$ cat src/rtl/pin_change_defs.svh
// Register offsets, field positions, reset values and timing counts of the pin change detector
`ifndef PIN_CHANGE_DEFS_SVH
`define PIN_CHANGE_DEFS_SVH

`define PC_ADDR_W          4
`define PC_DATA_W          8
`define PC_PIN_COUNT       8
`define PC_OFF_RISE_EN     4'h0
`define PC_OFF_FALL_EN     4'h1
`define PC_OFF_FLAGS       4'h2
`define PC_OFF_CONTROL     4'h3
`define PC_OFF_IRQ_STATUS  4'h4
`define PC_OFF_IRQ_MASK    4'h5
`define PC_OFF_PIN_LEVEL   4'h6
`define PC_CTRL_MASTER_BIT 0
`define PC_CTRL_SLEEP_BIT  1
`define PC_STAT_CHANGE_BIT 0
`define PC_STAT_WAKE_BIT   1
`define PC_RESET_BYTE      8'h00
`define PC_UNMAPPED_READ   8'h00
`define PC_SYNC_STAGES     3

`endif

$ cat src/rtl/pin_change_pkg.sv
// Types shared by the pin change detector files
package pin_change_pkg;

    typedef struct packed {
        logic [3:0] addr;
        logic [7:0] wdata;
        logic       wr;
        logic       rd;
    } reg_req_t;

    typedef enum logic [0:0] {
        ST_RUN   = 1'b0,
        ST_SLEEP = 1'b1
    } power_state_t;

endpackage : pin_change_pkg

$ cat src/rtl/pin_edge_change_interrupt.sv
// Edge change detector and interrupt for an eight-pin input port
//
// Operation
// - Separate rise and fall detector per pin
// - Rise detection gated by rise enable bit
// - Fall detection gated by fall enable bit
// - Both bits set detects either edge
// - Enable bit n controls pin n
// - Enabled edge sets sticky pin flag
// - Detection continues with master enable cleared
// - Summary flag ORs flags; master gates the flag irq, not the masked status irq
// - Writing zero clears a pin flag
// - Edge during clear keeps flag set
// - Enabled edge wakes sleep if master set
// - Flag recorded on the same edge that wake is signalled
//
// The implementer's own choices: the register offsets and strobed register access.
`include "pin_change_defs.svh"
`timescale 1ns/1ps
`default_nettype none

module pin_edge_change_interrupt
    import pin_change_pkg::*;
#(
    parameter int PINS = `PC_PIN_COUNT
) (
    // Clock and reset
    input  wire logic            core_clk_i,
    input  wire logic            rst_i,
    // Register port
    input  wire logic [3:0]      addr_i,
    input  wire logic [7:0]      wdata_i,
    input  wire logic            wr_i,
    input  wire logic            rd_i,
    output logic      [7:0]      rdata_o,
    // Port pins
    input  wire logic [PINS-1:0] input_port_i,
    // Core side
    output logic                 change_summary_flag_o,
    output logic                 irq_o,
    output logic                 wake_o
);

    // ------------------------------------------------------------
    // Register state
    // ------------------------------------------------------------
    reg_req_t         req;
    logic [PINS-1:0]  rise_edge_enable;
    logic [PINS-1:0]  fall_edge_enable;
    logic [PINS-1:0]  change_flags;
    logic             change_irq_master_enable;
    power_state_t     power_state;
    logic [1:0]       irq_status;
    logic [1:0]       irq_mask;
    logic [PINS-1:0]  pin_level;
    logic [PINS-1:0]  pin_prev;

    assign req = '{addr: addr_i, wdata: wdata_i, wr: wr_i, rd: rd_i};

    // ------------------------------------------------------------
    // Address decode
    // ------------------------------------------------------------
    wire wr_rise   = req.wr && (req.addr == `PC_OFF_RISE_EN);
    wire wr_fall   = req.wr && (req.addr == `PC_OFF_FALL_EN);
    wire wr_flags  = req.wr && (req.addr == `PC_OFF_FLAGS);
    wire wr_ctrl   = req.wr && (req.addr == `PC_OFF_CONTROL);
    wire wr_status = req.wr && (req.addr == `PC_OFF_IRQ_STATUS);
    wire wr_mask   = req.wr && (req.addr == `PC_OFF_IRQ_MASK);

    // ------------------------------------------------------------
    // Pin synchronisation and edge detection
    // ------------------------------------------------------------
    pin_sync #(
        .WIDTH (PINS)
    ) u_sync (
        .core_clk_i (core_clk_i),
        .rst_i      (rst_i),
        .pin_i      (input_port_i),
        .level_o    (pin_level)
    );

    always_ff @(posedge core_clk_i) begin
        if (rst_i) begin
            pin_prev <= `PC_RESET_BYTE;
        end else begin
            pin_prev <= pin_level;
        end
    end

    logic [PINS-1:0] rise_seen;
    logic [PINS-1:0] fall_seen;
    logic [PINS-1:0] edge_hit;
    logic [PINS-1:0] next_flags;

    // One rise and one fall detector per pin, bit n on pin n
    genvar g;
    generate
        for (g = 0; g < PINS; g++) begin : g_pin
            assign rise_seen[g] = pin_level[g] & ~pin_prev[g] & rise_edge_enable[g];
            assign fall_seen[g] = ~pin_level[g] & pin_prev[g] & fall_edge_enable[g];
            assign edge_hit[g]  = rise_seen[g] | fall_seen[g];
            // A write keeps only the ones written; a new edge wins over the clear
            assign next_flags[g] = edge_hit[g] | (change_flags[g] & (~wr_flags | req.wdata[g]));
        end
    endgenerate

    wire any_edge    = |edge_hit;
    wire summary_now = |next_flags;
    wire wake_event  = (power_state == ST_SLEEP) && any_edge && change_irq_master_enable;

    // ------------------------------------------------------------
    // Configuration registers
    // ------------------------------------------------------------
    always_ff @(posedge core_clk_i) begin
        if (rst_i) begin
            rise_edge_enable         <= `PC_RESET_BYTE;
            fall_edge_enable         <= `PC_RESET_BYTE;
            change_irq_master_enable <= 1'b0;
            irq_mask                 <= 2'h0;
        end else begin
            if (wr_rise) begin
                rise_edge_enable <= req.wdata;
            end
            if (wr_fall) begin
                fall_edge_enable <= req.wdata;
            end
            if (wr_ctrl) begin
                change_irq_master_enable <= req.wdata[`PC_CTRL_MASTER_BIT];
            end
            if (wr_mask) begin
                irq_mask <= req.wdata[1:0];
            end
        end
    end

    // ------------------------------------------------------------
    // Flags, sleep and wake
    // ------------------------------------------------------------
    // Flags update whatever the master enable says
    always_ff @(posedge core_clk_i) begin
        if (rst_i) begin
            change_flags <= `PC_RESET_BYTE;
        end else begin
            change_flags <= next_flags;
        end
    end

    // Sleep is entered by software; a wake edge ends it
    always_ff @(posedge core_clk_i) begin
        if (rst_i) begin
            power_state <= ST_RUN;
            wake_o      <= 1'b0;
        end else begin
            wake_o <= wake_event;
            unique case (power_state)
                ST_RUN: begin
                    if (wr_ctrl && req.wdata[`PC_CTRL_SLEEP_BIT]) begin
                        power_state <= ST_SLEEP;
                    end
                end
                ST_SLEEP: begin
                    if (wake_event) begin
                        power_state <= ST_RUN;
                    end
                end
            endcase
        end
    end

    // ------------------------------------------------------------
    // Interrupt status, set wins over write-one clear
    // ------------------------------------------------------------
    logic [1:0] status_set;
    assign status_set[`PC_STAT_CHANGE_BIT] = any_edge;
    assign status_set[`PC_STAT_WAKE_BIT]   = wake_event;
    wire [1:0] next_status = status_set | (irq_status & ~(wr_status ? req.wdata[1:0] : 2'h0));
    wire       flag_irq    = summary_now & change_irq_master_enable;
    wire       status_irq  = |(next_status & irq_mask);

    always_ff @(posedge core_clk_i) begin
        if (rst_i) begin
            irq_status            <= 2'h0;
            change_summary_flag_o <= 1'b0;
            irq_o                 <= 1'b0;
        end else begin
            irq_status            <= next_status;
            change_summary_flag_o <= summary_now;
            // The master enable gates the pin-flag path; status bits add their own
            irq_o <= flag_irq | status_irq;
        end
    end

    // ------------------------------------------------------------
    // Read port
    // ------------------------------------------------------------
    logic [7:0] read_mux;
    always_comb begin
        read_mux = `PC_UNMAPPED_READ;
        unique case (req.addr)
            `PC_OFF_RISE_EN:    read_mux = rise_edge_enable;
            `PC_OFF_FALL_EN:    read_mux = fall_edge_enable;
            `PC_OFF_FLAGS:      read_mux = change_flags;
            `PC_OFF_CONTROL:    read_mux = {6'h00, power_state == ST_SLEEP, change_irq_master_enable};
            `PC_OFF_IRQ_STATUS: read_mux = {6'h00, irq_status};
            `PC_OFF_IRQ_MASK:   read_mux = {6'h00, irq_mask};
            `PC_OFF_PIN_LEVEL:  read_mux = pin_level;
            default:            read_mux = `PC_UNMAPPED_READ;
        endcase
    end

    always_ff @(posedge core_clk_i) begin
        if (rst_i) begin
            rdata_o <= 8'h00;
        end else begin
            rdata_o <= req.rd ? read_mux : 8'h00;
        end
    end

    // ------------------------------------------------------------
    // Checks
    // ------------------------------------------------------------
    a_rise_sets_flag: assert property (@(posedge core_clk_i) disable iff (rst_i)
        (pin_level[0] && !pin_prev[0] && rise_edge_enable[0]) |=> change_flags[0])
        else $error("rise edge did not set flag");
    a_fall_sets_flag: assert property (@(posedge core_clk_i) disable iff (rst_i)
        (!pin_level[1] && pin_prev[1] && fall_edge_enable[1]) |=> change_flags[1])
        else $error("fall edge did not set flag");
    a_disabled_no_set: assert property (@(posedge core_clk_i) disable iff (rst_i)
        (!change_flags[2] && rise_edge_enable[2] == 1'b0 && fall_edge_enable[2] == 1'b0) |=> !change_flags[2])
        else $error("flag set with detectors off");
    a_flag_sticky: assert property (@(posedge core_clk_i) disable iff (rst_i)
        (change_flags[3] && !wr_flags) |=> change_flags[3])
        else $error("flag dropped without write");
    a_zero_clears: assert property (@(posedge core_clk_i) disable iff (rst_i)
        (wr_flags && !req.wdata[4] && !edge_hit[4]) |=> !change_flags[4])
        else $error("write zero did not clear");
    a_edge_beats_clear: assert property (@(posedge core_clk_i) disable iff (rst_i)
        (wr_flags && edge_hit[5]) |=> change_flags[5])
        else $error("clear beat new edge");
    a_summary_or: assert property (@(posedge core_clk_i) disable iff (rst_i)
        ##1 change_summary_flag_o == (|change_flags))
        else $error("summary flag not OR of flags");
    a_irq_gated: assert property (@(posedge core_clk_i) disable iff (rst_i)
        (!change_irq_master_enable && irq_mask == 2'h0) |=> !irq_o)
        else $error("irq raised with master off");
    a_wake_flag: assert property (@(posedge core_clk_i) disable iff (rst_i)
        wake_o |-> (|change_flags) && power_state == ST_RUN)
        else $error("wake before flag recorded");
    a_sleep_wake: assert property (@(posedge core_clk_i) disable iff (rst_i)
        (power_state == ST_SLEEP && any_edge && change_irq_master_enable) |=> wake_o ##1 !wake_o)
        else $error("no wake from sleep");

    // ------------------------------------------------------------
    // Per-pin checks, every pin watched alike
    // ------------------------------------------------------------
    generate
        for (g = 0; g < PINS; g++) begin : g_pin_chk
            a_pin_rise: assert property (@(posedge core_clk_i) disable iff (rst_i)
                (pin_level[g] && !pin_prev[g] && rise_edge_enable[g]) |=> change_flags[g])
                else $error("rise edge did not set its pin flag");
            a_pin_fall: assert property (@(posedge core_clk_i) disable iff (rst_i)
                (!pin_level[g] && pin_prev[g] && fall_edge_enable[g]) |=> change_flags[g])
                else $error("fall edge did not set its pin flag");
            a_rise_gated: assert property (@(posedge core_clk_i) disable iff (rst_i)
                (pin_level[g] && !pin_prev[g] && !rise_edge_enable[g] && !change_flags[g]) |=> !change_flags[g])
                else $error("disabled rise edge set a flag");
            a_fall_gated: assert property (@(posedge core_clk_i) disable iff (rst_i)
                (!pin_level[g] && pin_prev[g] && !fall_edge_enable[g] && !change_flags[g]) |=> !change_flags[g])
                else $error("disabled fall edge set a flag");
            a_either_edge: assert property (@(posedge core_clk_i) disable iff (rst_i)
                (rise_edge_enable[g] && fall_edge_enable[g] && pin_level[g] != pin_prev[g]) |=> change_flags[g])
                else $error("edge missed with both detectors on");
            a_pin_sticky: assert property (@(posedge core_clk_i) disable iff (rst_i)
                (change_flags[g] && !wr_flags) |=> change_flags[g])
                else $error("pin flag dropped without a write");
            a_pin_quiet: assert property (@(posedge core_clk_i) disable iff (rst_i)
                (!change_flags[g] && pin_level[g] == pin_prev[g]) |=> !change_flags[g])
                else $error("pin flag set without an edge");
            a_pin_clear: assert property (@(posedge core_clk_i) disable iff (rst_i)
                (wr_flags && !req.wdata[g] && pin_level[g] == pin_prev[g]) |=> !change_flags[g])
                else $error("written zero left a pin flag set");
            a_fall_wins: assert property (@(posedge core_clk_i) disable iff (rst_i)
                (wr_flags && !pin_level[g] && pin_prev[g] && fall_edge_enable[g]) |=> change_flags[g])
                else $error("clear beat a fall edge");
            a_master_free: assert property (@(posedge core_clk_i) disable iff (rst_i)
                (!change_irq_master_enable && edge_hit[g]) |=> change_flags[g])
                else $error("detection stopped with master off");
            a_flag_summary: assert property (@(posedge core_clk_i) disable iff (rst_i)
                change_flags[g] |-> change_summary_flag_o)
                else $error("summary flag low with a pin flag set");
        end
    endgenerate

    // ------------------------------------------------------------
    // Register, interrupt, wake and reset checks
    // ------------------------------------------------------------
    a_prev_tracks: assert property (@(posedge core_clk_i) disable iff (rst_i)
        1'b1 |=> pin_prev == $past(pin_level))
        else $error("previous level not one cycle old");
    a_irq_follows: assert property (@(posedge core_clk_i) disable iff (rst_i)
        ($past(change_irq_master_enable) && change_summary_flag_o) |-> irq_o)
        else $error("irq low with flags and master set");
    a_irq_quiet: assert property (@(posedge core_clk_i) disable iff (rst_i)
        (!$past(change_irq_master_enable) && !(|(irq_status & $past(irq_mask)))) |-> !irq_o)
        else $error("irq high with no enabled source");
    a_wake_master: assert property (@(posedge core_clk_i) disable iff (rst_i)
        wake_o |-> $past(change_irq_master_enable))
        else $error("wake with master off");
    a_wake_asleep: assert property (@(posedge core_clk_i) disable iff (rst_i)
        wake_o |-> $past(power_state) == ST_SLEEP)
        else $error("wake while running");
    a_wake_pulse: assert property (@(posedge core_clk_i) disable iff (rst_i)
        wake_o |=> !wake_o)
        else $error("wake longer than one cycle");
    a_sleep_entry: assert property (@(posedge core_clk_i) disable iff (rst_i)
        (power_state == ST_RUN && wr_ctrl && req.wdata[`PC_CTRL_SLEEP_BIT]) |=> power_state == ST_SLEEP)
        else $error("sleep request not taken");
    a_status_w1c: assert property (@(posedge core_clk_i) disable iff (rst_i)
        (wr_status && req.wdata[`PC_STAT_WAKE_BIT] && !wake_event) |=> !irq_status[`PC_STAT_WAKE_BIT])
        else $error("wake status not cleared");
    a_flag_read: assert property (@(posedge core_clk_i) disable iff (rst_i)
        (req.rd && req.addr == `PC_OFF_FLAGS) |=> rdata_o == $past(change_flags))
        else $error("flag read returned wrong data");
    a_level_read: assert property (@(posedge core_clk_i) disable iff (rst_i)
        (req.rd && req.addr == `PC_OFF_PIN_LEVEL) |=> rdata_o == $past(pin_level))
        else $error("level read returned wrong data");
    a_status_edge: assert property (@(posedge core_clk_i) disable iff (rst_i)
        (|edge_hit) |=> irq_status[`PC_STAT_CHANGE_BIT])
        else $error("edge did not set change status");
    a_summary_clear: assert property (@(posedge core_clk_i) disable iff (rst_i)
        !(|change_flags) |-> !change_summary_flag_o)
        else $error("summary flag high with no flags");
    a_rise_write: assert property (@(posedge core_clk_i) disable iff (rst_i)
        wr_rise |=> rise_edge_enable == $past(req.wdata))
        else $error("rise enable write lost");
    a_fall_write: assert property (@(posedge core_clk_i) disable iff (rst_i)
        wr_fall |=> fall_edge_enable == $past(req.wdata))
        else $error("fall enable write lost");
    a_reset_clean: assert property (@(posedge core_clk_i)
        rst_i |=> (change_flags == '0 && !irq_o && !wake_o && !change_summary_flag_o && rdata_o == 8'h00))
        else $error("state not cleared by reset");

endmodule : pin_edge_change_interrupt

`default_nettype wire

$ cat src/rtl/pin_sync.sv
// Three-stage pin synchroniser with agreement filter
`timescale 1ns/1ps
`default_nettype none

module pin_sync #(
    parameter int WIDTH = 8
) (
    // Clock and reset
    input  wire logic             core_clk_i,
    input  wire logic             rst_i,
    // Pins and filtered level
    input  wire logic [WIDTH-1:0] pin_i,
    output logic      [WIDTH-1:0] level_o
);

    logic [WIDTH-1:0] stage1;
    logic [WIDTH-1:0] stage2;
    logic [WIDTH-1:0] stage3;

    // Stage one feeds stage two only; level moves once two and three agree
    genvar g;
    generate
        for (g = 0; g < WIDTH; g++) begin : g_bit
            always_ff @(posedge core_clk_i) begin
                if (rst_i) begin
                    stage1[g]  <= 1'b0;
                    stage2[g]  <= 1'b0;
                    stage3[g]  <= 1'b0;
                    level_o[g] <= 1'b0;
                end else begin
                    stage1[g] <= pin_i[g];
                    stage2[g] <= stage1[g];
                    stage3[g] <= stage2[g];
                    if (stage2[g] == stage3[g]) begin
                        level_o[g] <= stage3[g];
                    end
                end
            end
        end
    endgenerate

endmodule : pin_sync

`default_nettype wire

$ cat config.mk
export PLATFORM = sky130hd
export DESIGN_NAME = pin_edge_change_interrupt
export DESIGN_NICKNAME = d
export VERILOG_FILES = /design/src/rtl/pin_change_pkg.sv /design/src/rtl/pin_edge_change_interrupt.sv /design/src/rtl/pin_sync.sv
export VERILOG_INCLUDE_DIRS = /design/src /design/src/rtl
export SDC_FILE = /design/constraint.sdc
export NUM_CORES = 1
export LEC_CHECK = 0
export BUFFER_PORTS_ARGS = -buffer_cell sky130_fd_sc_hd__buf_4
export CORE_ASPECT_RATIO = 0.6
export CORE_UTILIZATION = 40
export CTS_CLUSTER_SIZE = 8
export DETAILED_ROUTE_END_ITERATION = 12
export PLACE_DENSITY = 0.64
export SYNTH_ARGS = -nofsm -noshare
export SYNTH_HDL_FRONTEND = slang
export SYNTH_HIERARCHICAL = 1
export SYNTH_SLANG_ARGS = --single-unit
export TNS_END_PERCENT = 10
$ cat constraint.sdc
create_clock -name core_clk_i -period 2.2 [get_ports core_clk_i]
set_input_delay 0.22 -clock core_clk_i [delete_from_list [all_inputs] [get_ports core_clk_i]]
set_output_delay 0.22 -clock core_clk_i [all_outputs]
set_load 0.05 [all_outputs]
==> metrics.txt, run 1 <==
synth unique cells=34; Detailed Route WL=6840 um; flops & latches, synth=81; fillers=643; CTS resizes=0; Yosys Warn Count=6; detailed-route wire length per cell=14.6 um; area of the multi-input gates=1290 um^2; Max Fclk=514 MHz; global-route wire length before repair=10,900 um; Mapped Area=2990 um^2; top post-synthesis cells by count=81 x dfxtp_1, 41 x nor2_1, 32 x nor2b_1; DP Area=3380 um^2; Reg area=1620 um^2; Hold Buf Count CTS=0; share of the synthesized area in the top cell type=54.2%; Via density=5.24; Flop pwr share=49.7%; syn_nets=349; required time worst endpoint=2.39 ns; syn_area_per_cell=9.20 um^2; number of synthesized flops with an enable pin=0; Final HPWL DP=4930 um; Core Util, Final=52.8%; post-route cell area=3660 um^2; relative slew slack=55.9%; Sink Count=81; most numerous cell in the Yosys netlist=dfxtp_1; Reg clk slew, reported paths=0.05 ns; Setup Total Neg Slack=0 ns; Final Power=3.02 mW; Slew @ Worst Pin=0.652 ns; Die Area=7840 um^2; Die Width=114 um; Final min period=1.95 ns; total CTS buffers=9; number of DRC markers in iteration 0=236; sw frac=20.7%; cell leakage power=1.40 nW; final hold vios=0; Tcrit/Tclk final=88.4%; clock root buffer=clkbuf_16; critical path class=reg -> reg; pre-CTS setup slack=0.117 ns; clock skew=0.00415 ns; Starting Density=43.1%; fraction of registers with async set/reset=0%; CP Capture Type=register; status=completed; Finish-stage setup viols=0; CTS tree=yes; Arr. time, crit path=2.14 ns; DRC=0; clk_lat worst skew=0.33 ns; sequential share of the synthesized area=54.2%; Psw=624 uW; RSZ-0062 raised after global routing=false; Vias=2,457; Combinational Power Share=4.7%; Worst Hold Class=in -> reg; Pwr per Cell Area=825 nW/um^2; Inserted Diodes=0; H-Tree Depth=3; count of TritonRoute iterations in the first routing pass=5; num ports=35; initial antenna violation count=0; port bufs=34; Peak supply drop=0.488 mV; setup bufs post-CTS=0; Clk network pwr share=45.6%; Mapped Cells=325; crit path launch type=register; clk buf depth=2; num rows=23; Final Slew Violations=0; gr ovfl total=0; remaining antenna violation count=0; Core Region=6940 um^2; RePlAce Congestion=0.903; gr usage total=19.0%; share of layout cells above drive strength 1=16.0%; Nets=389; vias in the first global route=2,081; largest net degree at the start of global routing=40; internal cell power=2.40 mW; Area Overhead vs Synth=22.4%; Max FO, Critical Path=6; MaxCap Viol Count=0; worst setup margin=0.255 ns; top_reg_cell synth=dfxtp_1; Die H=69.0 um; top post-synthesis cells by area=dfxtp_1 54%, nor2b_1 6.7%, nor2_1 5.1%; cell taking the most area after synthesis=dfxtp_1
power groups by stage:
stage | clock network (mW) | logic [mW] | registers, mW
2_1_floorplan | 0 | 0.0724 | 1.53
4_1_cts | 1.41 | 0.141 | 1.50
3_5_place_dp | 0 | 0.140 | 1.53
3_3_place_gp | 0 | 0.140 | 1.53
5_1_grt | 1.47 | 0.153 | 1.50
6_report | 1.38 | 0.141 | 1.50
worst max-delay path, cell delays in order (launching register included):
cell and delay [ns]:
dfxtp_1 0.43, nand3b_1 0.14, o21ai_0 0.12, nor4_1 0.50, nand2_1 0.24, o21ai_0 0.26, a41oi_1 0.13
layout make-up:
cell class              count  area share, %
repair buffers             44           9.02
inverters                   3          0.308
flip-flops and latches     81           44.3
well taps                 100           3.42
clock buffers              13           7.38
multi-input cells         226           35.2
clock inverters             2          0.342
layout by cell type, fill, tap and decap left out, types with 4 or more instances in the layout:
master and n:
a21oi_1 22, or3_1 4, nor3_1 6, clkbuf_16 9, a222oi_1 5, nor2_1 41, nand3b_1 9, buf_4 44
nor2b_1 32, dfxtp_1 81, nand2_1 30, o21ai_0 17, mux2i_1 13, nand3_1 14, o31a_1 4, a22o_1 5
stage by stage:
step | hold WS (ns) | cells
after floorplan | 0.292 | 325
after detailed placement | 0.423 | 454
after global routing | 0.0930 | 469
after global placement | 0.422 | 454
final | 0.0995 | 469
after CTS | 0.0906 | 469
cells by family after synthesis:
kind of cell           Yosys count  synth area share [%]
muxes                           14                  4.73
AOI/OAI and AO/OA               65                  13.9
buffers and inverters           18                  2.68
DFF                             81                  54.2
and+or+nand+nor                147                  24.5
sequential cells by signal, summed over array words and instances, names as in the netlist:
signal,flops
u_sync/stage3,8
change_summary_flag_o,1
change_irq_master_enable,1
u_sync/level_o,8
power_state,1
change_flags,8
fall_edge_enable,8
irq_o,1
rise_edge_enable,8
rdata_o,8
irq_mask,2
pin_prev,8
u_sync/stage2,8
wake_o,1
irq_status,2
u_sync/stage1,8
layer usage:
metal  part of all wire [%]  vias up  track usage, %  routed length, um
li1                       -     1212               -                  -
met1                     47     1121            26.4               3230
met2                     40      108            26.5               2720
met3                     12       16            7.95                791
met4                    1.3        0            5.43                 88
met5                      0        -               0                  0
worst paths after layout:
path,start,to,slack [ns],cells past startpoint
setup / recovery,u_sync/level_o[1],irq_o,0.25,6
hold / removal,input_port_i[1],u_sync/stage1[1],0.1,2
setup reg to reg,u_sync/level_o[1],irq_o,0.25,6
hold reg to reg,u_sync/stage1[2],u_sync/stage2[2],0.43,1
Note: power is estimated with default switching activity, not from simulation.
==> inputs of run 2 (changes only) <==
--- a/config.mk
+++ b/config.mk
@@ -8,6 +8,7 @@
 export LEC_CHECK = 0
 export BUFFER_PORTS_ARGS = -buffer_cell sky130_fd_sc_hd__buf_4
 export CORE_ASPECT_RATIO = 0.6
+export CORE_MARGIN = 2
 export CORE_UTILIZATION = 40
 export CTS_CLUSTER_SIZE = 8
 export DETAILED_ROUTE_END_ITERATION = 12
==> constraint.sdc (replaced) <==
create_clock -name core_clk_i -period 2.5 [get_ports core_clk_i]
set_input_delay 0.25 -clock core_clk_i [delete_from_list [all_inputs] [get_ports core_clk_i]]
set_output_delay 0.25 -clock core_clk_i [all_outputs]
set_load 0.05 [all_outputs]
==> metrics.txt, run 2 (synthesis results as in run 1) <==
status=completed (unchanged); Reg clk slew, reported paths=0.06 ns (was 0.05 ns); Detailed Route WL=6940 um (was 6840 um); gr ovfl total=0 (unchanged); crit path launch type=register (unchanged); Worst Hold Class=in -> reg (unchanged); cell leakage power=1.39 nW (was 1.40 nW); Slew @ Worst Pin=0.809 ns (was 0.652 ns); Finish-stage setup viols=0 (unchanged); Setup Total Neg Slack=0 ns (unchanged); clk_lat worst skew=0.33 ns (about the same); Tcrit/Tclk final=75.5% (was 88.4%); Reg2Reg Setup Slack=0.61 ns (was 0.25 ns); Hold Crit Depth=2 (unchanged); commonest non-fill, non-tap cell in the layout=dfxtp_1 (unchanged); port bufs=34 (unchanged); Inserted Diodes=0 (unchanged); WHS Endpoint=u_sync/stage1[2] (was u_sync/stage1[1]); Register-to-Register Path Depth=6 (unchanged); total CTS buffers=9 (unchanged); H-Tree Depth=3 (unchanged); count of TritonRoute iterations in the first routing pass=6 (was 5); num ports=35 (unchanged); num rows=24 (was 23); DP Area=3340 um^2 (was 3380 um^2); setup bufs post-CTS=0 (unchanged); MaxCap Viol Count=0 (unchanged); required time worst endpoint=2.70 ns (was 2.39 ns); Via density=5.15 (was 5.24); final hold vios=0 (unchanged); relative slew slack=45.3% (was 55.9%); Area Overhead vs Synth=22.4% (about the same); clock skew=0.00576 ns (was 0.00415 ns); Die H=71.0 um (was 69.0 um); launch point of the worst path=u_sync/level_o[4] (was u_sync/level_o[1]); Final HPWL DP=4830 um (was 4930 um); Core Region=7270 um^2 (was 6940 um^2); Arr. time, crit path=2.09 ns (was 2.14 ns); Die Width=116 um (was 114 um); CP Capture Type=register (unchanged); reg-to-reg critical path startpoint=u_sync/level_o[4] (was u_sync/level_o[1]); initial antenna violation count=0 (unchanged); R2R Path End=irq_o (unchanged); Non-Filler Instances=468 (was 469); Peak supply drop=0.453 mV (was 0.488 mV); commonest cells after routing, fill and taps aside=81 x dfxtp_1, 41 x nor2_1, 38 x buf_4 (was 81 x dfxtp_1, 44 x buf_4, 41 x nor2_1); post-route cell area=3660 um^2 (about the same); CTS tree=yes (unchanged); share of layout cells above drive strength 1=14.3% (was 16.0%); CTS resizes=0 (unchanged); DRC=0 (unchanged); Max FO, Critical Path=6 (unchanged); largest net degree at the start of global routing=34 (was 40); clk buf depth=2 (unchanged); number of DRC markers in iteration 0=233 (was 236); Inst Count DP=452 (was 454); Die Area=8210 um^2 (was 7840 um^2); critical path class=reg -> reg (unchanged); Vias=2,411 (was 2,457); vias in the first global route=2,081 (unchanged); global-route wire length before repair=10,900 um (about the same); Max Fclk=530 MHz (was 514 MHz); remaining antenna violation count=0 (unchanged); RSZ-0062 raised after global routing=false (unchanged); Starting Density=41.2% (was 43.1%); RePlAce Congestion=0.827 (was 0.903); Final min period=1.89 ns (was 1.95 ns); clock root buffer=clkbuf_16 (unchanged); Pwr per Cell Area=778 nW/um^2 (was 825 nW/um^2); Nets=383 (was 389); Final Slew Violations=0 (unchanged); Core Util, Final=50.4% (was 52.8%); detailed-route wire length per cell=14.8 um (was 14.6 um); Hold Buf Count CTS=0 (unchanged); hold_sp=input_port_i[2] (was input_port_i[1]); Sink Count=81 (unchanged); gr usage total=17.7% (was 19.0%)
## run 2: metrics by stage
step / power, mW / worst slack [ns] / hold WS (ns)
global placement: 1.47 / 0.375 / 0.418
detailed placement: 1.47 / 0.316 / 0.423
finish: 2.85 / 0.613 / 0.129
global route: 2.94 / 0.439 / 0.116
floorplan: 1.41 / 0.703 / 0.322
CTS: 2.88 / 0.655 / 0.116
## run 2: how the worst max path moves through the flow
stage	endpoint	depth (start not counted)
final	irq_o	6
after global routing	irq_o	6
after CTS	irq_o	6
after detailed placement	irq_o	7
after global placement	irq_o	7
after floorplan	irq_o	7
## run 2: cell type report
cell class,instances,area [um^2]
Fill cell,706,3600
Sequential cell,81,1620
Multi-Input combinational cell,226,1290
Timing Repair Buffer,38,285
Clock buffer,14,264
Tap cell,104,130
Clock inverter,2,60.1
Inverter,3,11.3
## run 2: per-layer routing
metal	GRT usage (%)	vias to the layer above	routed length, um
met2	23.7	91	2740
met3	5.40	7	545
met4	5.56	0	76
met5	0	-	0
met1	26.8	1110	3580
li1	-	1203	-
## run 2: worst max-delay path, cell delays in order (launching register included)
cell      delay [ns]
dfxtp_1         0.39
nand3b_1        0.12
o21ai_0         0.15
nor4_1          0.53
nand2_1         0.23
o21ai_0         0.21
a41oi_1         0.13
## run 2: report_power, final
part | leakage (nW) | total (mW) | switching, mW | internal [mW]
clock | 0.157 | 1.41 | 0.480 | 0.930
sequential | 0.657 | 1.32 | 0.00939 | 1.31
combinational | 0.574 | 0.119 | 0.0699 | 0.0489
==> inputs of run 3 (changes only) <==
--- a/config.mk
+++ b/config.mk
@@ -12,7 +12,7 @@
 export CORE_UTILIZATION = 40
 export CTS_CLUSTER_SIZE = 8
 export DETAILED_ROUTE_END_ITERATION = 12
-export PLACE_DENSITY = 0.64
+export PLACE_DENSITY = 0.66
 export SYNTH_ARGS = -nofsm -noshare
 export SYNTH_HDL_FRONTEND = slang
 export SYNTH_HIERARCHICAL = 1
==> constraint.sdc (replaced) <==
create_clock -name core_clk_i -period 1.7 [get_ports core_clk_i]
set_input_delay 0.17 -clock core_clk_i [delete_from_list [all_inputs] [get_ports core_clk_i]]
set_output_delay 0.17 -clock core_clk_i [all_outputs]
set_load 0.05 [all_outputs]
==> metrics.txt, run 3 (synthesis results as in run 1) <==
status=completed (unchanged); global-route wire length before repair=11,500 um (was 10,900 um); Inserted Diodes=0 (unchanged); Area Overhead vs Synth=27.0% (was 22.4%); reg-to-reg critical path startpoint=u_sync/level_o[5] (was u_sync/level_o[4]); relative slew slack=59.1% (was 45.3%); post-route cell area=3800 um^2 (was 3660 um^2); gr ovfl total=0 (unchanged); Final Slew Violations=0 (unchanged); Starting Density=41.2% (unchanged); remaining antenna violation count=0 (unchanged); Peak supply drop=0.698 mV (was 0.453 mV); share of layout cells above drive strength 1=20.4% (was 14.3%); launch point of the worst path=u_sync/level_o[5] (was u_sync/level_o[4]); Sink Count=81 (unchanged); commonest non-fill, non-tap cell in the layout=dfxtp_1 (unchanged); Final Power=3.99 mW (was 2.85 mW); count of TritonRoute iterations in the first routing pass=5 (was 6); Slew @ Worst Pin=0.612 ns (was 0.809 ns); clock skew=0.00577 ns (was 0.00576 ns); Die Area=8210 um^2 (unchanged); Nets=402 (was 383); required time worst endpoint=1.94 ns (was 2.70 ns); num ports=35 (unchanged); final hold vios=0 (unchanged); clk_lat worst skew=0.34 ns (was 0.33 ns); Tcrit/Tclk final=95.3% (was 75.5%); total CTS buffers=9 (unchanged); Finish-stage setup viols=0 (unchanged); Arr. time, crit path=1.86 ns (was 2.09 ns); critical path class=reg -> reg (unchanged); RePlAce Congestion=0.862 (was 0.827); initial antenna violation count=0 (unchanged); port bufs=34 (unchanged); vias in the first global route=2,238 (was 2,081); crit path launch type=register (unchanged); clk buf depth=2 (unchanged); MaxCap Viol Count=0 (unchanged); fillers=713 (was 706); Reg clk slew, reported paths=0.06 ns (about the same); Final min period=1.62 ns (was 1.89 ns); Vias=2,510 (was 2,411); Die H=71.0 um (unchanged); gr usage total=18.8% (was 17.7%); Detailed Route WL=7090 um (was 6940 um); Via density=5.15 (about the same); detailed-route wire length per cell=14.6 um (was 14.8 um); worst setup margin=0.0805 ns (was 0.613 ns); Die Width=116 um (unchanged); Max FO, Critical Path=6 (unchanged); CTS tree=yes (unchanged); Pwr per Cell Area=1050 nW/um^2 (was 778 nW/um^2); number of DRC markers in iteration 0=260 (was 233); Final HPWL DP=4960 um (was 4830 um); hold_ws=0.0396 ns (was 0.129 ns); RSZ-0062 raised after global routing=false (unchanged); CP Capture Type=register (unchanged); pre-CTS setup slack=-0.272 ns (was 0.316 ns); cell leakage power=1.47 nW (was 1.39 nW); Core Region=7270 um^2 (unchanged); clock root buffer=clkbuf_16 (unchanged); DRC=0 (unchanged); Worst Hold Class=in -> reg (unchanged); Core Util, Final=52.3% (was 50.4%); area of the multi-input gates=1300 um^2 (was 1290 um^2); hold_sp=input_port_i[3] (was input_port_i[2]); num rows=24 (unchanged); Max Fclk=617 MHz (was 530 MHz); largest net degree at the start of global routing=31 (was 34); commonest cells after routing, fill and taps aside=78 x dfxtp_1, 56 x buf_4, 41 x nor2_1 (was 81 x dfxtp_1, 41 x nor2_1, 38 x buf_4); DP Area=3490 um^2 (was 3340 um^2); Reg area=1630 um^2 (was 1620 um^2); H-Tree Depth=3 (unchanged)
## run 3: cell types whose count changed in the layout (fill, tap and decap cells not counted), sizes merged
cell	delta
clkinv	+1
bufinv	-2
clkinvlp	+2
buf	+19
clkbuf	-1
## run 3: area by class of cell
cell class	count	area share (%)
clock buffers	13	7.11
clock inverters	3	0.626
inverters	3	0.296
multi-input cells	226	34.2
flip-flops and latches	81	42.8
well taps	104	3.42
repair buffers	57	11.6
## run 3: what timing repair did
action,CTS,global route
hold endpoints to repair,0,0
resized for setup,1,5
endpoints found under the setup margin,1,1
gates cloned,0,0
setup buffers,0,1
pin swaps,0,3
hold buffers,0,0
## run 3: critical path: stages, from the launching register on
cell,delay (ns)
dfxtp_1,0.39
nand3b_1,0.13
o21ai_0,0.14
nor4_1,0.29
nand2_1,0.13
buf_4,0.16
a311oi_1,0.27
## run 3: routing by layer
metal	GRT usage, %	vias up	wire length (um)
li1	-	1241	-
met1	27.8	1161	3550
met2	25.1	99	2780
met3	7.20	9	664
met4	5.95	0	96
met5	0	-	0
## run 3: where the power goes
part,switching (mW),internal [mW],leakage [nW]
clock network,0.743,1.11,0.138
logic,0.109,0.0848,0.676
registers,0.0136,1.93,0.658
total,0.866,3.12,1.47
## run 3: final timing paths
path                                          to  slack, ns  depth (start not counted)
worst max-delay path                 power_state       0.08                          6
worst min-delay path            u_sync/stage1[3]       0.04                          2
worst max register to register       power_state       0.08                          6
worst min register to register  u_sync/stage2[7]       0.43                          1
## run 3: per-stage QoR
stage / TNS (ns) / cells
after floorplan: 0 / 325
after global placement: -0.413 / 470
after detailed placement: -0.426 / 470
after CTS: 0 / 486
after global routing: 0 / 487
final: 0 / 487
